## src/sbg_pkg.sv

```systemverilog
// Purpose: Shared constants and types for the system bus glue logic
// Assumes: 25 MHz processor clock
// Notes:   Cycle counts other than IDLE_CYCLES derive from times in their own units
package sbg_pkg;

   // -----------------------------------------------------------------
   // Timing
   // -----------------------------------------------------------------
   localparam int CLK_PERIOD_NS   = 40;
   localparam int CAS_SETTLE_NS   = 565;
   localparam int SEL_VALID_NS    = 595;
   localparam int IDLE_CYCLES     = 4;
   // Least time rounds up; idle cycles already cover part of it
   localparam int SEL_CYCLES      =
      (SEL_VALID_NS + CLK_PERIOD_NS - 1) / CLK_PERIOD_NS;
   localparam int ACK_WAIT_CYCLES = SEL_CYCLES - IDLE_CYCLES;
   localparam int TIMEOUT_MS      = 1;
   localparam int TIMEOUT_CYCLES  =
      TIMEOUT_MS * 1000000 / CLK_PERIOD_NS;
   localparam int CNT_W           = 16;
   localparam int WAIT_W          = 5;

   // -----------------------------------------------------------------
   // Cascade configuration and types
   // -----------------------------------------------------------------
   localparam int NUM_SLAVES      = 8;
   localparam int NUM_SOURCES     = 64;

   typedef enum logic [1:0] {
      SBG_CFG_ALL_LOCAL  = 2'h0,
      SBG_CFG_ALL_SYSTEM = 2'h1,
      SBG_CFG_SPLIT      = 2'h2
   } sbg_cfg_t;

   typedef struct packed {
      logic [2:0] code;
      logic       valid;
   } sbg_cascade_t;

   typedef struct packed {
      logic       high_byte_enable;
      logic       a0;
      logic       is_write;
   } sbg_lane_t;

endpackage

```

## src/sbg_glue.sv

```systemverilog
// Purpose: Glue between the local processor bus and the system bus
// Assumes: Cascade, acknowledge and power-fail pins are asynchronous
// Notes:   Timeout counter replaces an analogue one-shot
`timescale 1ns/1ps

module sbg_glue (
   // Clock and reset
   input  wire logic             mclk,
   input  wire logic             rstn,
   // Configuration and slave placement
   input  wire sbg_pkg::sbg_cfg_t cfg,
   input  wire logic [7:0]       slave_on_system,
   // Interrupt acknowledge
   input  wire logic             interrupt_ack_strobe_n,
   input  wire logic             cascade_code_bit0_n,
   input  wire logic             cascade_code_bit1_n,
   input  wire logic             cascade_code_bit2_n,
   input  wire logic             addr_latched,
   output logic                  bus_select_system,
   output logic                  arbiter_enable,
   output logic [2:0]            addr_a10_a8_o,
   output logic                  cascade_address_drive_enable,
   output logic                  ack_wait_state,
   // System bus cycle
   input  wire logic             sys_cycle,
   input  wire logic             addr_latch_strobe,
   input  wire logic             remote_ack_n,
   output logic                  ready,
   output logic                  bus_timeout,
   output logic                  sixteen_bit_size_indication_n,
   // Byte lanes
   input  wire sbg_pkg::sbg_lane_t lane,
   output logic                  swap_oe,
   output logic                  low_oe,
   output logic                  high_oe,
   // Power fail
   input  wire logic             power_fail_n,
   output logic                  nmi_request
);

   // -----------------------------------------------------------------
   // Input synchronisers
   // -----------------------------------------------------------------
   localparam int NS = 6;
   logic [NS-1:0] raw;
   logic [NS-1:0] s1_reg;
   logic [NS-1:0] s2_reg;
   assign raw = {power_fail_n, remote_ack_n, cascade_code_bit2_n,
                 cascade_code_bit1_n, cascade_code_bit0_n,
                 interrupt_ack_strobe_n};

   // Two stages per asynchronous pin, idle high
   genvar gi;
   generate
      for (gi = 0; gi < NS; gi++) begin : g_sync
         always_ff @(posedge mclk or negedge rstn) begin
            if (!rstn) begin
               s1_reg[gi] <= 1'b1;
               s2_reg[gi] <= 1'b1;
            end else begin
               s1_reg[gi] <= raw[gi];
               s2_reg[gi] <= s1_reg[gi];
            end
         end
      end
   endgenerate

   logic       ack_s;
   logic [2:0] cas_s;
   logic       rack_s;
   logic       pf_s;
   assign ack_s  = ~s2_reg[0];
   assign cas_s  = ~s2_reg[3:1];
   assign rack_s = ~s2_reg[4];
   assign pf_s   = ~s2_reg[5];

   // -----------------------------------------------------------------
   // Interrupt acknowledge sequencing
   // -----------------------------------------------------------------
   typedef enum logic [1:0] {IDLE, FIRST, GAP, SECOND} sbg_ack_st_t;
   typedef logic [sbg_pkg::WAIT_W-1:0] sbg_wait_t;
   sbg_ack_st_t          st_reg;
   logic                 ack_d_reg;
   sbg_wait_t            wait_reg;
   logic                 ack_rise;
   logic                 ack_fall;
   assign ack_rise = ack_s & ~ack_d_reg;
   assign ack_fall = ~ack_s & ack_d_reg;

   always_ff @(posedge mclk or negedge rstn) begin
      if (!rstn) begin
         st_reg    <= IDLE;
         ack_d_reg <= 1'b0;
      end else begin
         ack_d_reg <= ack_s;
         case (st_reg)
            IDLE:    if (ack_rise) st_reg <= FIRST;
            FIRST:   if (ack_fall) st_reg <= GAP;
            GAP:     if (ack_rise) st_reg <= SECOND;
            SECOND:  if (ack_fall) st_reg <= IDLE;
            default: st_reg <= IDLE;
         endcase
      end
   end

   always_ff @(posedge mclk or negedge rstn) begin
      if (!rstn) begin
         wait_reg <= '0;
      end else if (st_reg == IDLE && ack_rise) begin
         wait_reg <= sbg_wait_t'(sbg_pkg::ACK_WAIT_CYCLES);
      end else if (wait_reg != '0) begin
         wait_reg <= wait_reg - 1'b1;
      end
   end

   // wait request while counting
   // Holds the first cycle open until the select has settled
   assign ack_wait_state = (wait_reg != '0);

   // Bus select decode; 3-bit code spans all eight slaves
   // eight slaves addressed by code
   logic sel_next;
   always_comb begin
      case (cfg)
         sbg_pkg::SBG_CFG_ALL_LOCAL:  sel_next = 1'b0;
         sbg_pkg::SBG_CFG_ALL_SYSTEM: sel_next = 1'b1;
         sbg_pkg::SBG_CFG_SPLIT:      sel_next = slave_on_system[cas_s];
         default:                     sel_next = 1'b0;
      endcase
   end

   always_ff @(posedge mclk or negedge rstn) begin
      if (!rstn) begin
         bus_select_system <= 1'b0;
      end else if (st_reg == FIRST || st_reg == GAP) begin
         bus_select_system <= sel_next;
      end else if (st_reg == IDLE && !ack_rise) begin
         bus_select_system <= 1'b0;
      end
   end

   assign arbiter_enable = bus_select_system &
                           (st_reg == GAP || st_reg == SECOND);

   always_ff @(posedge mclk or negedge rstn) begin
      if (!rstn) begin
         addr_a10_a8_o <= 3'h0;
      end else if (st_reg == GAP) begin
         addr_a10_a8_o <= cas_s;
      end
   end

   always_ff @(posedge mclk or negedge rstn) begin
      if (!rstn) begin
         cascade_address_drive_enable <= 1'b0;
      end else if (st_reg == GAP && ack_rise) begin
         cascade_address_drive_enable <= 1'b1;
      end else if (addr_latched || st_reg == IDLE) begin
         cascade_address_drive_enable <= 1'b0;
      end
   end

   // -----------------------------------------------------------------
   // Byte lane steering
   // -----------------------------------------------------------------
   // single high/low swap for either direction, by enable and A0
   // upper byte write moved to low lane
   // low lane read back to upper lane
   always_comb begin
      swap_oe = sys_cycle & lane.a0 & ~lane.high_byte_enable;
      low_oe  = sys_cycle & ~lane.a0;
      // Straight upper lane only for even-address words
      high_oe = sys_cycle & ~lane.a0 & ~lane.high_byte_enable;
   end

   // size indication on every system cycle
   assign sixteen_bit_size_indication_n = ~sys_cycle;

   // -----------------------------------------------------------------
   // Ready and bus timeout
   // -----------------------------------------------------------------
   logic [sbg_pkg::CNT_W-1:0] to_cnt_reg;
   logic                      to_run_reg;
   logic                      ready_next;
   logic                      rack_d_reg;
   typedef logic [sbg_pkg::CNT_W-1:0] sbg_cnt_t;

   // timeout also forces ready
   // Edge, not level: the released line lingers in the synchroniser
   assign ready_next = sys_cycle & ~ready &
                       ((rack_s & ~rack_d_reg) | bus_timeout);

   always_ff @(posedge mclk or negedge rstn) begin
      if (!rstn) begin
         ready      <= 1'b0;
         rack_d_reg <= 1'b0;
      end else begin
         ready      <= ready_next;
         rack_d_reg <= rack_s;
      end
   end

   always_ff @(posedge mclk or negedge rstn) begin
      if (!rstn) begin
         to_cnt_reg <= '0;
         to_run_reg <= 1'b0;
      end else if (addr_latch_strobe) begin
         to_cnt_reg <= sbg_cnt_t'(sbg_pkg::TIMEOUT_CYCLES - 1);
         to_run_reg <= 1'b1;
      end else if (ready || to_cnt_reg == '0) begin
         to_run_reg <= 1'b0;
      end else if (to_run_reg) begin
         to_cnt_reg <= to_cnt_reg - 1'b1;
      end
   end

   // expiry sets flag, ready clears it
   always_ff @(posedge mclk or negedge rstn) begin
      if (!rstn) begin
         bus_timeout <= 1'b0;
      end else if (to_run_reg && to_cnt_reg == '0 && !ready) begin
         bus_timeout <= 1'b1;
      end else if (ready) begin
         bus_timeout <= 1'b0;
      end
   end

   // -----------------------------------------------------------------
   // Power fail
   // -----------------------------------------------------------------
   // power fail drives non-maskable request
   always_ff @(posedge mclk or negedge rstn) begin
      if (!rstn) begin
         nmi_request <= 1'b0;
      end else begin
         nmi_request <= pf_s;
      end
   end
endmodule // sbg_glue

```

## config.mk

```make
export PLATFORM = sky130hd
export DESIGN_NAME = sbg_glue
export DESIGN_NICKNAME = d
export VERILOG_FILES = /design/src/sbg_pkg.sv /design/src/sbg_glue.sv
export SDC_FILE = /design/constraint.sdc
export NUM_CORES = 1
export LEC_CHECK = 0
export ABC_AREA = 1
export BUFFER_PORTS_ARGS = -buffer_cell sky130_fd_sc_hd__buf_2
export CELL_PAD_IN_SITES_DETAIL_PLACEMENT = 1
export CELL_PAD_IN_SITES_GLOBAL_PLACEMENT = 1
export CORE_ASPECT_RATIO = 2
export CORE_MARGIN = 3
export CORE_UTILIZATION = 39
export CTS_BUF_LIST = sky130_fd_sc_hd__clkbuf_2
export CTS_CLUSTER_DIAMETER = 60
export DETAILED_ROUTE_END_ITERATION = 6
export HOLD_SLACK_MARGIN = 0.08
export MAX_ROUTING_LAYER = met4
export PLACE_DENSITY_LB_ADDON = 0.1
export SYNTH_ARGS = -nofsm -noshare
export SYNTH_HDL_FRONTEND = slang
export SYNTH_SLANG_ARGS = --single-unit
```

## constraint.sdc

```tcl
create_clock -name mclk -period 1.5 [get_ports mclk]
set_clock_uncertainty 0.15 [all_clocks]
set_input_delay 0.3 -clock mclk [delete_from_list [all_inputs] [get_ports mclk]]
set_output_delay 0.3 -clock mclk [all_outputs]
set_load 0.02 [all_outputs]
```

==> results by group <==
Setup path
  – CP Data Required Time: 1.05 ns
  – Arr. time, crit path: 1.55 ns
  – CP endpoint kind: output pin
  – Maximum fanout count along the critical path: 3
  – Setup crit start kind: flop
  – Worst Setup Path Type: flop to output pin

Die
  – Top-level I/O count: 38
  – Horiz. Die Dim: 60.9 um
  – Floorplan core area: 0.00576 mm2
  – Standard-cell row count: 39
  – Full die area: 0.00706 mm2
  – Vert. Die Dim: 116 um
  – Initial Utilization: 0.409

Finish
  – Ant diodes: 0
  – Fin area: 0.00382 mm2
  – Most common cell after layout, fill and taps aside: nand2_1
  – Highest-count cells in the layout ignoring fill and taps: nand2_1 (62), buf_4 (58), inv_1 (34)
  – Flip-flop count of the largest register after layout: 16
  – NumNets Final: 455
  – Share of cells above drive strength 1: 0.505
  – Final standard cell count with taps included and fillers excluded: 485
  – Utilization of the core after routing: 0.663
  – Relative area change from synthesis to final layout: 62.1%

STA
  – Final critical-path required period: 2.00 ns
  – Tightest Pin Transition: 0.459 ns
  – Post-route clock period utilization: 1.33
  – Total count of hold-check failures in the final report: 0
  – Total negative setup slack: -3.38 ns
  – Final setup slack of the worst path: -0.498 ns
  – Setup repair after global routing missed its margin: yes
  – Relative slew slack: 0.693
  – Final Max Tran Viols: 0
  – Final setup vio count: 26
  – Final Hold Slack: 0.107 ns
  – Max Fclk: 500 MHz

Run status
  – Run status: finished with violations
  – Violated checks: negative setup slack

CTS
  – Clock slew at reported path FFs: 0.27 ns
  – Clock H-tree levels: 2
  – CTS tree: done
  – Clock Root Buffer: clkbuf_2
  – Insertion delay of the later-clocked pin in the worst-skew pair: 0.47 ns
  – Total CTS buffers: 5
  – Clk sinks: 46
  – Max Buffers Root-to-Sink: 2

Yosys
  – Most area-consuming cells after synthesis: dfrtp_1 (36%), nand2_1 (14%), dfstp_2 (13%)
  – Mean cell area of the mapped netlist: 7.98 um2
  – Cell count after synthesis: 295
  – Area share of the leading cell type in the synthesized netlist: 0.362
  – Post-synthesis instance area: 0.00235 mm2
  – Distinct cells, synth: 28
  – Count of warnings emitted by yosys: 0
  – Count of state elements after synthesis: 46
  – Total nets after synthesis: 327
  – Top cell type by total area after synthesis: dfrtp_1
  – Portion of the post-synthesis area used by sequential elements: 0.495

Routing
  – Total wire length: 8880 um
  – Via-per-instance ratio: 5.20
  – DRC violations left: 0
  – Number of design-rule violations left by the first detailed-router iteration: 73
  – Wire length per cell after detailed routing: 18.3 um
  – Detailed Routing Iterations Pass 1: 4
  – Total via count in the routed design: 2523
  – Post-DRT Antenna Nets: 0

Placed design
  – Placed wire-length estimate: 5330 um
  – Area post-placement: 0.00298 mm2
  – Final Wtd Congestion: 0.846
  – Count of input and output buffers: 36
  – Number of instances in the placed design: 437

Run
  – Number of maximum-capacitance violations: 0

Global routing
  – Total GRT Usage: 0.271
  – Largest net degree at the start of global routing: 36
  – Aggregate global routing overflow: 0
  – Vias in the first global route: 2826
  – Number of antenna violations at the first check in global routing: 0
  – Wire length of the first global-routing pass: 13400 um

Pwr
  – Peak supply drop: 799 uV
  – Power density over the cells: 1140 mW/mm2
  – Lkg Pwr: 1.97 nW

Min path
  – Hold/Removal Path Class: input pin to flop
metrics by stage:
stage | total power [mW] | setup WS [ns]
after floorplan | 2.30 | -0.0371
after global placement | 2.76 | -0.222
after detailed placement | 2.82 | -0.251
after CTS | 3.95 | -0.534
after global routing | 4.59 | -0.542
final | 4.33 | -0.498
Yosys cell counts:
cell / n
inv_1: 45
o21ai_1: 3
nand2_2: 5
clkbuf_1: 1
o21ai_0: 12
dfstp_2: 12
ha_1: 8
nand2_4: 2
nor2_1: 34
nand4_1: 6
buf_8: 1
nand3b_1: 3
inv_2: 1
o211ai_1: 2
dfrtp_1: 34
nor3_1: 3
o22ai_1: 1
nor2_2: 2
a21oi_1: 3
buf_6: 1
o21a_1: 1
xor2_1: 3
nand2_1: 86
or2_2: 1
xnor2_1: 1
nand3_1: 21
clkinv_2: 1
nor2_4: 2
logic make-up (layout without fill, tap and decap cells):
kind of cell / Yosys count / after routing / synth area share
XOR/XNOR: 4 / 4 / 0.0149
buffers and inverters: 50 / 178 / 0.0882
flip-flops: 46 / 46 / 0.495
AO/OA/AOI/OAI: 22 / 22 / 0.0505
AND/OR/NAND/NOR: 165 / 166 / 0.308
adder cells (fa/ha/maj): 8 / 8 / 0.0425
final timing paths:
check,from,end,slack [ns],cells after the start
setup / recovery,st_reg[1],arbiter_enable,-0.50,3
hold / removal,cfg[0],bus_select_system,0.11,6
setup reg to reg,wait_reg[1],wait_reg[1],-0.20,11
hold reg to reg,s1_reg[3],s2_reg[3],0.22,0
max in group asynchronous,rstn,to_cnt_reg[2],0.05,3
min in group asynchronous,rstn,s1_reg[4],0.24,2
cell type report:
type                    instances  area, um2
repair buffers                122        986
repair inverters                1       16.3
flip-flops and latches         46       1170
fillers                       668       1940
multi-input cells             200       1310
inverters                      47        191
clock buffers                   5       25.0
well taps                      61       76.3
clock inverters                 3       40.0
critical path: stages (launching register included):
cell and delay (ns):
dfrtp_1 0.49, ha_2 0.23, o21a_1 0.22, buf_6 0.14
where the power goes:
group	switching (mW)	internal [mW]	total (mW)
clock	0.441	0.276	0.717
combinational	1.03	0.953	1.98
sequential	0.181	1.45	1.63
routing by layer:
layer,up-vias,global-route usage,wire length [um],part of all wire
met5,-,-,0,0
met1,1241,0.229,2760,0.31
met4,0,0.165,509,0.057
met3,38,0.0346,220,0.025
li1,1172,-,-,-
met2,72,0.518,5390,0.61
what timing repair did:
item / 4_1_cts / 5_1_grt
pin swaps: 25 / 23
endpoints found under the hold margin: 54 / 0
endpoints found under the setup margin: 29 / 36
gates cloned: 2 / 0
resized for setup: 87 / 49
hold buffers: 13 / 0
setup buffers: 18 / 10
No activity file was read; power rests on OpenSTA's default activity.
